## src/common/lfs_defs.svh

```systemverilog
// Purpose: Constants for the live fault and status register group.
// Assumes: Byte-wide registers reached through an 8-bit register address.
// Notes:   Offsets, field positions and reset values live here only.
`ifndef LFS_DEFS_SVH
`define LFS_DEFS_SVH

// ----------------------------------------------------------------------
// Register offsets
// ----------------------------------------------------------------------
`define LFS_ADDR_GLOBAL   8'h2C
`define LFS_ADDR_SUMMARY  8'h2D
`define LFS_ADDR_CHAN1    8'h2E

// ----------------------------------------------------------------------
// Reset and idle values
// ----------------------------------------------------------------------
`define LFS_RESET_BYTE    8'h00
`define LFS_UNMAPPED_BYTE 8'h00

// ----------------------------------------------------------------------
// Global live status field positions
// ----------------------------------------------------------------------
`define LFS_GBIT_SER_ERR  7
`define LFS_GBIT_PLL_LOCK 6
`define LFS_GBIT_OVR_TEMP 5
`define LFS_GBIT_OVR_CURR 4

// ----------------------------------------------------------------------
// Channel fault summary field positions
// ----------------------------------------------------------------------
`define LFS_SBIT_CH1      7
`define LFS_SBIT_VBAT_LOW 1

`endif

```

## src/common/lfs_pkg.sv

```systemverilog
// Purpose: Shared types for the live fault and status register group.
// Assumes: Byte-wide register data and addresses.
// Notes:   Constants sit in lfs_defs.svh; this package holds types only.
package lfs_pkg;

    // One register byte.
    typedef logic [7:0] lfs_byte_t;

    // One register address.
    typedef logic [7:0] lfs_addr_t;

endpackage

```

## src/verilog/lfs_status_regs.sv

```systemverilog
// Purpose: Read-only live fault and status registers of the diagnostic logic.
// Assumes: Detector inputs are synchronous to ref_clk_in; reads are single
//          cycle strobes with an address from the control port.
// Notes:   All three registers follow their conditions live; nothing latches.
`timescale 1ns/10ps
`include "lfs_defs.svh"

module lfs_status_regs #(
    parameter int NUM_CHAN = 4,  // Channels with a live fault byte.
    parameter int WIDTH    = 8   // Bits in each register.
) (
    input  wire logic                ref_clk_in,
    input  wire logic                rst_n_in,
    input  wire logic                serial_clk_err_in,
    input  wire logic                pll_lock_in,
    input  wire logic                over_temp_in,
    input  wire logic                over_curr_in,
    input  wire logic [NUM_CHAN-1:0] vbat_low_short_in,
    input  wire logic [WIDTH-1:0]    chan1_faults_in,
    input  wire logic [WIDTH-1:0]    chan2_faults_in,
    input  wire logic [WIDTH-1:0]    chan3_faults_in,
    input  wire logic [WIDTH-1:0]    chan4_faults_in,
    input  wire logic                reg_rd_in,
    input  wire logic [7:0]          reg_addr_in,
    output logic      [WIDTH-1:0]    reg_rdata_out,
    output logic                     reg_rvalid_out
);

    // ------------------------------------------------------------------
    // Per-channel live fault bytes
    // ------------------------------------------------------------------
    logic [WIDTH-1:0] chan_faults [NUM_CHAN];  // Raw detector bytes by channel.
    logic [WIDTH-1:0] chan_live   [NUM_CHAN];  // Stored live bytes by channel.
    logic [NUM_CHAN-1:0] chan_any;             // Any-fault flag by channel.

    // Gather the separate channel ports into one array for the loop.
    assign chan_faults[0] = chan1_faults_in;
    assign chan_faults[1] = chan2_faults_in;
    assign chan_faults[2] = chan3_faults_in;
    assign chan_faults[3] = chan4_faults_in;

    // One live byte per channel, each with its own summary flag.
    for (genvar g = 0; g < NUM_CHAN; g++) begin : g_chan
        lfs_chan_fault #(
            .WIDTH (WIDTH)
        ) u_chan (
            .ref_clk_in (ref_clk_in),
            .rst_n_in   (rst_n_in),
            .faults_in  (chan_faults[g]),
            .live_out   (chan_live[g]),
            .any_out    (chan_any[g])
        );
    end

    // ------------------------------------------------------------------
    // Global live status and low-battery short state
    // ------------------------------------------------------------------
    lfs_pkg::lfs_byte_t global_reg;   // Global live status.
    lfs_pkg::lfs_byte_t global_next;  // Next global live status.
    logic               vbat_reg;     // Low-battery short seen somewhere.
    logic               vbat_next;    // Next low-battery short state.

    // Place each live condition at its bit; reserved bits stay zero.
    always_comb begin
        global_next                     = `LFS_RESET_BYTE;
        global_next[`LFS_GBIT_SER_ERR]  = serial_clk_err_in;
        global_next[`LFS_GBIT_PLL_LOCK] = pll_lock_in;
        global_next[`LFS_GBIT_OVR_TEMP] = over_temp_in;
        global_next[`LFS_GBIT_OVR_CURR] = over_curr_in;
        vbat_next                       = |vbat_low_short_in;
    end

    // Synchronous reset clears the live state.
    always_ff @(posedge ref_clk_in) begin
        if (!rst_n_in) begin
            global_reg <= `LFS_RESET_BYTE;
            vbat_reg   <= 1'b0;
        end else begin
            global_reg <= global_next;
            vbat_reg   <= vbat_next;
        end
    end

    // ------------------------------------------------------------------
    // Channel fault summary
    // ------------------------------------------------------------------
    lfs_pkg::lfs_byte_t summary;  // Summary byte, built from stored state.

    // Channel 1 sits at the top bit and later channels step downward.
    always_comb begin
        summary = `LFS_RESET_BYTE;
        for (int i = 0; i < NUM_CHAN; i++) begin
            summary[`LFS_SBIT_CH1 - i] = chan_any[i];
        end
        summary[`LFS_SBIT_VBAT_LOW] = vbat_reg;
    end

    // ------------------------------------------------------------------
    // Read port
    // ------------------------------------------------------------------
    lfs_pkg::lfs_byte_t rdata_reg;   // Read data held for the control port.
    lfs_pkg::lfs_byte_t rdata_next;  // Next read data.
    logic               rvalid_reg;  // Read data valid, one cycle.
    logic               rvalid_next; // Next read data valid.

    // Select the addressed register; data holds between reads.
    always_comb begin
        rdata_next  = rdata_reg;
        rvalid_next = reg_rd_in;
        if (reg_rd_in) begin
            unique case (reg_addr_in)
                `LFS_ADDR_GLOBAL:  rdata_next = global_reg;
                `LFS_ADDR_SUMMARY: rdata_next = summary;
                `LFS_ADDR_CHAN1:   rdata_next = chan_live[0];
                default:           rdata_next = `LFS_UNMAPPED_BYTE;
            endcase
        end
    end

    // Synchronous reset clears the read port.
    always_ff @(posedge ref_clk_in) begin
        if (!rst_n_in) begin
            rdata_reg  <= `LFS_RESET_BYTE;
            rvalid_reg <= 1'b0;
        end else begin
            rdata_reg  <= rdata_next;
            rvalid_reg <= rvalid_next;
        end
    end

    assign reg_rdata_out  = rdata_reg;
    assign reg_rvalid_out = rvalid_reg;
endmodule

```

## src/verilog/lfs_chan_fault.sv

```systemverilog
// Purpose: Live fault byte of one input channel and its any-fault summary.
// Assumes: Fault inputs are synchronous to ref_clk_in.
// Notes:   The summary follows the stored byte in the same cycle.
`timescale 1ns/10ps
`include "lfs_defs.svh"

module lfs_chan_fault #(
    parameter int WIDTH = 8
) (
    input  wire logic             ref_clk_in,
    input  wire logic             rst_n_in,
    input  wire logic [WIDTH-1:0] faults_in,
    output logic      [WIDTH-1:0] live_out,
    output logic                  any_out
);

    // ------------------------------------------------------------------
    // Live fault byte
    // ------------------------------------------------------------------
    logic [WIDTH-1:0] live_reg;   // Stored live conditions.
    logic [WIDTH-1:0] live_next;  // Next stored value.

    // The byte simply tracks the detectors, one bit per condition.
    always_comb begin
        live_next = faults_in;
    end

    // Synchronous reset clears every condition.
    always_ff @(posedge ref_clk_in) begin
        if (!rst_n_in) begin
            live_reg <= WIDTH'(`LFS_RESET_BYTE);
        end else begin
            live_reg <= live_next;
        end
    end

    assign live_out = live_reg;
    // Any set bit marks the channel as faulted, with no extra delay.
    assign any_out  = |live_reg;

endmodule

```

## config.mk

```make
export PLATFORM = sky130hd
export DESIGN_NAME = lfs_status_regs
export DESIGN_NICKNAME = d
export VERILOG_FILES = /design/src/common/lfs_pkg.sv /design/src/verilog/lfs_status_regs.sv /design/src/verilog/lfs_chan_fault.sv
export VERILOG_INCLUDE_DIRS = /design/src /design/src/common
export SDC_FILE = /design/constraint.sdc
export NUM_CORES = 1
export LEC_CHECK = 0
export ABC_AREA = 1
export BUFFER_PORTS_ARGS = -buffer_cell sky130_fd_sc_hd__buf_2
export CORE_MARGIN = 1
export CORE_UTILIZATION = 51
export CTS_BUF_LIST = sky130_fd_sc_hd__clkbuf_8
export CTS_CLUSTER_DIAMETER = 80
export DETAILED_ROUTE_END_ITERATION = 8
export GPL_ROUTABILITY_DRIVEN = 1
export GPL_TIMING_DRIVEN = 0
export HOLD_SLACK_MARGIN = 0.1
export PLACE_DENSITY_LB_ADDON = 0.15
export SLEW_MARGIN = 30
export SYNTH_ARGS = -nofsm -noshare
export SYNTH_HDL_FRONTEND = slang
export SYNTH_SLANG_ARGS = --single-unit
```

## constraint.sdc

```tcl
create_clock -name ref_clk_in -period 1.2 [get_ports ref_clk_in]
set_clock_uncertainty 0.1 [all_clocks]
set_input_delay 0.18 -clock ref_clk_in [delete_from_list [all_inputs] [get_ports ref_clk_in]]
set_output_delay 0.18 -clock ref_clk_in [all_outputs]
set_load 0.1 [all_outputs]
```

==> results.py <==
metrics = {
    "outcome": {
        "status": "completed",
    },
    "sta": {
        "setup_viol": 0,
        "post-route-period-util_pct": 94.24,
        "finalSetupTns_ns": 0,
        "fmaxAchievable_mhz": 884.3,
        "post-route-min-period_ns": 1.131,
        "slew_headroom_pct": 81.47,
        "finalMaxSlewViolations": 0,
        "final_hold_viol_count": 0,
        "tightest_slew_ns": 0.2754,
        "rsz0062_at_grt": "false",
        "hold_ws_ns": 0.1259,
    },
    "power_and_ir_drop": {
        "irDropWorstVdd_uv": 895.8,
        "power_density_mw_per_mm2": 1079,
        "p_leak_nw": 1.570,
    },
    "final_layout": {
        "syn2layout_area_growth_pct": 49.44,
        "multi_input_area_sq_um": 556.8,
        "final_common_cell": "nand2_1",
        "seqCellArea_sq_um": 930.9,
        "final_cell_mix": "nand2_1, inv_1, buf_2",
        "stdcell_count": 402,
        "nFillCells": 263,
        "drive_gt1_share_pct": 25.00,
        "largest_reg_flops": 32,
        "nets": 407,
        "antenna_cells": 0,
    },
    "floorplanning": {
        "ios": 60,
        "rows": 21,
        "core_area_sq_mm": 0.003363,
        "die_w_microns": 61.44,
        "start_util_pct": 53.57,
        "die-area_sq_mm": 0.003774,
        "fp.dieH_microns": 61.44,
    },
    "clock_tree": {
        "root_buffer": "clkbuf_8",
        "clkLatencyLatePin_ns": 0.29,
        "path_clk_slew_ns": 0.07,
        "cts_sinks": 46,
        "clk_path_buf_depth": 2,
        "cts_buffers": 5,
        "cts-htree-levels": 2,
        "cts_tree": "built",
        "cts_setup_buffers": 0,
    },
    "yosys": {
        "synth_xor_area_share_pct": 0,
        "synth_area_leaders": "dfxtp_1, nand2_1, inv_1, nand3_1, a21oi_1",
        "synth_fa_ha_area_share_pct": 0,
        "syn-num-nets": 302,
        "synth_area_sq_mm": 0.001802,
        "synth_compound_area_share_pct": 3.750,
        "synth_cells": 251,
        "yosysTopAreaCell": "dfxtp_1",
        "ys_seq_area_share_pct": 51.11,
        "synth.area.mux_share_pct": 0,
        "synth_top_cell_area_share_pct": 51.11,
        "synth_top_family_by_area": "simple AND/OR/NAND/NOR gates",
        "ys_types": 20,
        "syn_area_per_cell_sq_um": 7.178,
        "yosys.area_share.simple_pct": 27.15,
        "ys.warnings.count": 0,
        "synth-seq-cells": 46,
    },
    "setup_path": {
        "crit_buf_inv": 1,
        "cp_max_fo": 2,
        "worstSetupEndpointType": "output pin",
        "cp_slowest_cell": "dfxtp_2",
        "criticalPathCategory": "flip-flop to output pin",
        "worstPathRequired_ns": 0.92,
        "cp.arrival_ns": 0.85,
        "startpoint_type": "flip-flop",
        "path_delay_family": "flip-flops",
        "cp_cell_sequence": "buf_6",
        "cpPeakStageDelay_ns": 0.34,
    },
    "drt": {
        "highest_layer": "met4",
        "wl_microns": 3752,
        "drtIter0Drc": 63,
        "vias_per_cell": 4.142,
        "dr.pass1.iters": 4,
        "met3_length_microns": 167,
        "wl_met1_microns": 1565,
        "antenna_left": 0,
        "drc": 0,
        "wl_met2_microns": 1986,
        "wl_per_cell_microns": 9.333,
        "vias": 1665,
    },
    "grt": {
        "grt_pass1_vias": 1419,
        "grt_pass1_wl_microns": 5651,
        "grt_usage_pct": 21.13,
        "grt_overflow": 0,
        "antenna_found_initial": 0,
        "grt_max_degree": 13,
    },
    "hold_path": {
        "hold_class": "primary input to flip-flop",
    },
    "place": {
        "dp_hpwl_microns": 2195,
        "port_buffers": 58,
        "place_inst": 355,
        "finalWeightedCongestion": 0.7107,
    },
    "run": {
        "maxCapViolCount": 0,
    },
}
[path summary, 6_finish.rpt]
path                                                start                            end  slack (ns)  cells past startpoint
setup / recovery            reg_rdata_out[6]$_SDFFE_PN0P_               reg_rdata_out[6]        0.07                      1
setup reg to reg  g_chan[0].u_chan.live_out[1]$_SDFF_PN0_  reg_rdata_out[7]$_SDFFE_PN0P_        0.16                      8
hold / removal                                  reg_rd_in  reg_rdata_out[3]$_SDFFE_PN0P_        0.13                      3
hold reg to reg   g_chan[0].u_chan.live_out[0]$_SDFF_PN0_  reg_rdata_out[0]$_SDFFE_PN0P_        0.36                      2
[Yosys cell counts]
| master | number |
|---|---|
| a21oi_1 | 7 |
| a21oi_2 | 1 |
| buf_2 | 4 |
| buf_6 | 1 |
| clkbuf_1 | 1 |
| dfxtp_1 | 46 |
| inv_1 | 75 |
| inv_2 | 2 |
| nand2_1 | 78 |
| nand2_2 | 2 |
| nand2_4 | 1 |
| nand3_1 | 12 |
| nand4_1 | 1 |
| nor2_1 | 9 |
| nor2_2 | 2 |
| nor2_4 | 3 |
| nor2_8 | 1 |
| nor4_1 | 1 |
| o21ai_0 | 3 |
| o21ai_2 | 1 |
[kinds of logic (layout without fill, tap and decap cells)]
| family | after synthesis | in the layout |
|---|---|---|
| flops | 46 | 46 |
| simple gates | 110 | 110 |
| buf+inv | 83 | 188 |
| compound gates | 12 | 12 |
[what timing repair did]
action / in CTS / in global routing
hold buffers: 40 / 0
hold endpoints to repair: 37 / 0
resized for setup: 9 / 9
endpoints found under the setup margin: 9 / 9
[area by class of cell]
cell class	instances	area share, %
clock inverters	2	0.2788
flip-flops and latches	46	34.57
well taps	46	2.138
multi-input cells	122	20.68
repair buffers	98	27.74
plain buffers	6	1.301
inverters	77	10.73
clock buffers	5	2.556
[layer usage]
metal  track usage, %  vias up
li1                 -      910
met3            7.773        5
met5                0        -
met2            37.58       39
met1            23.25      711
met4            7.302        0
[stage by stage]
stage	utilization, %	area, sq um	total power [mW]	setup slack (ns)
after floorplan	-	1812	1.857	0.01102
after global placement	64.21	2160	1.971	0.03829
after detailed placement	64.21	2160	1.979	0.03754
after CTS	79.06	2659	2.904	0.008463
after global routing	80.06	2693	3.046	0.03169
final	80.06	2693	2.905	0.06911
[where the power goes]
| group | total (mW) | internal [mW] | switching, mW |
|---|---|---|---|
| combinational | 0.439 | 0.219 | 0.220 |
| sequential | 1.62 | 1.60 | 0.0221 |
| clock | 0.845 | 0.384 | 0.460 |
No activity file was read; power rests on OpenSTA's default activity.
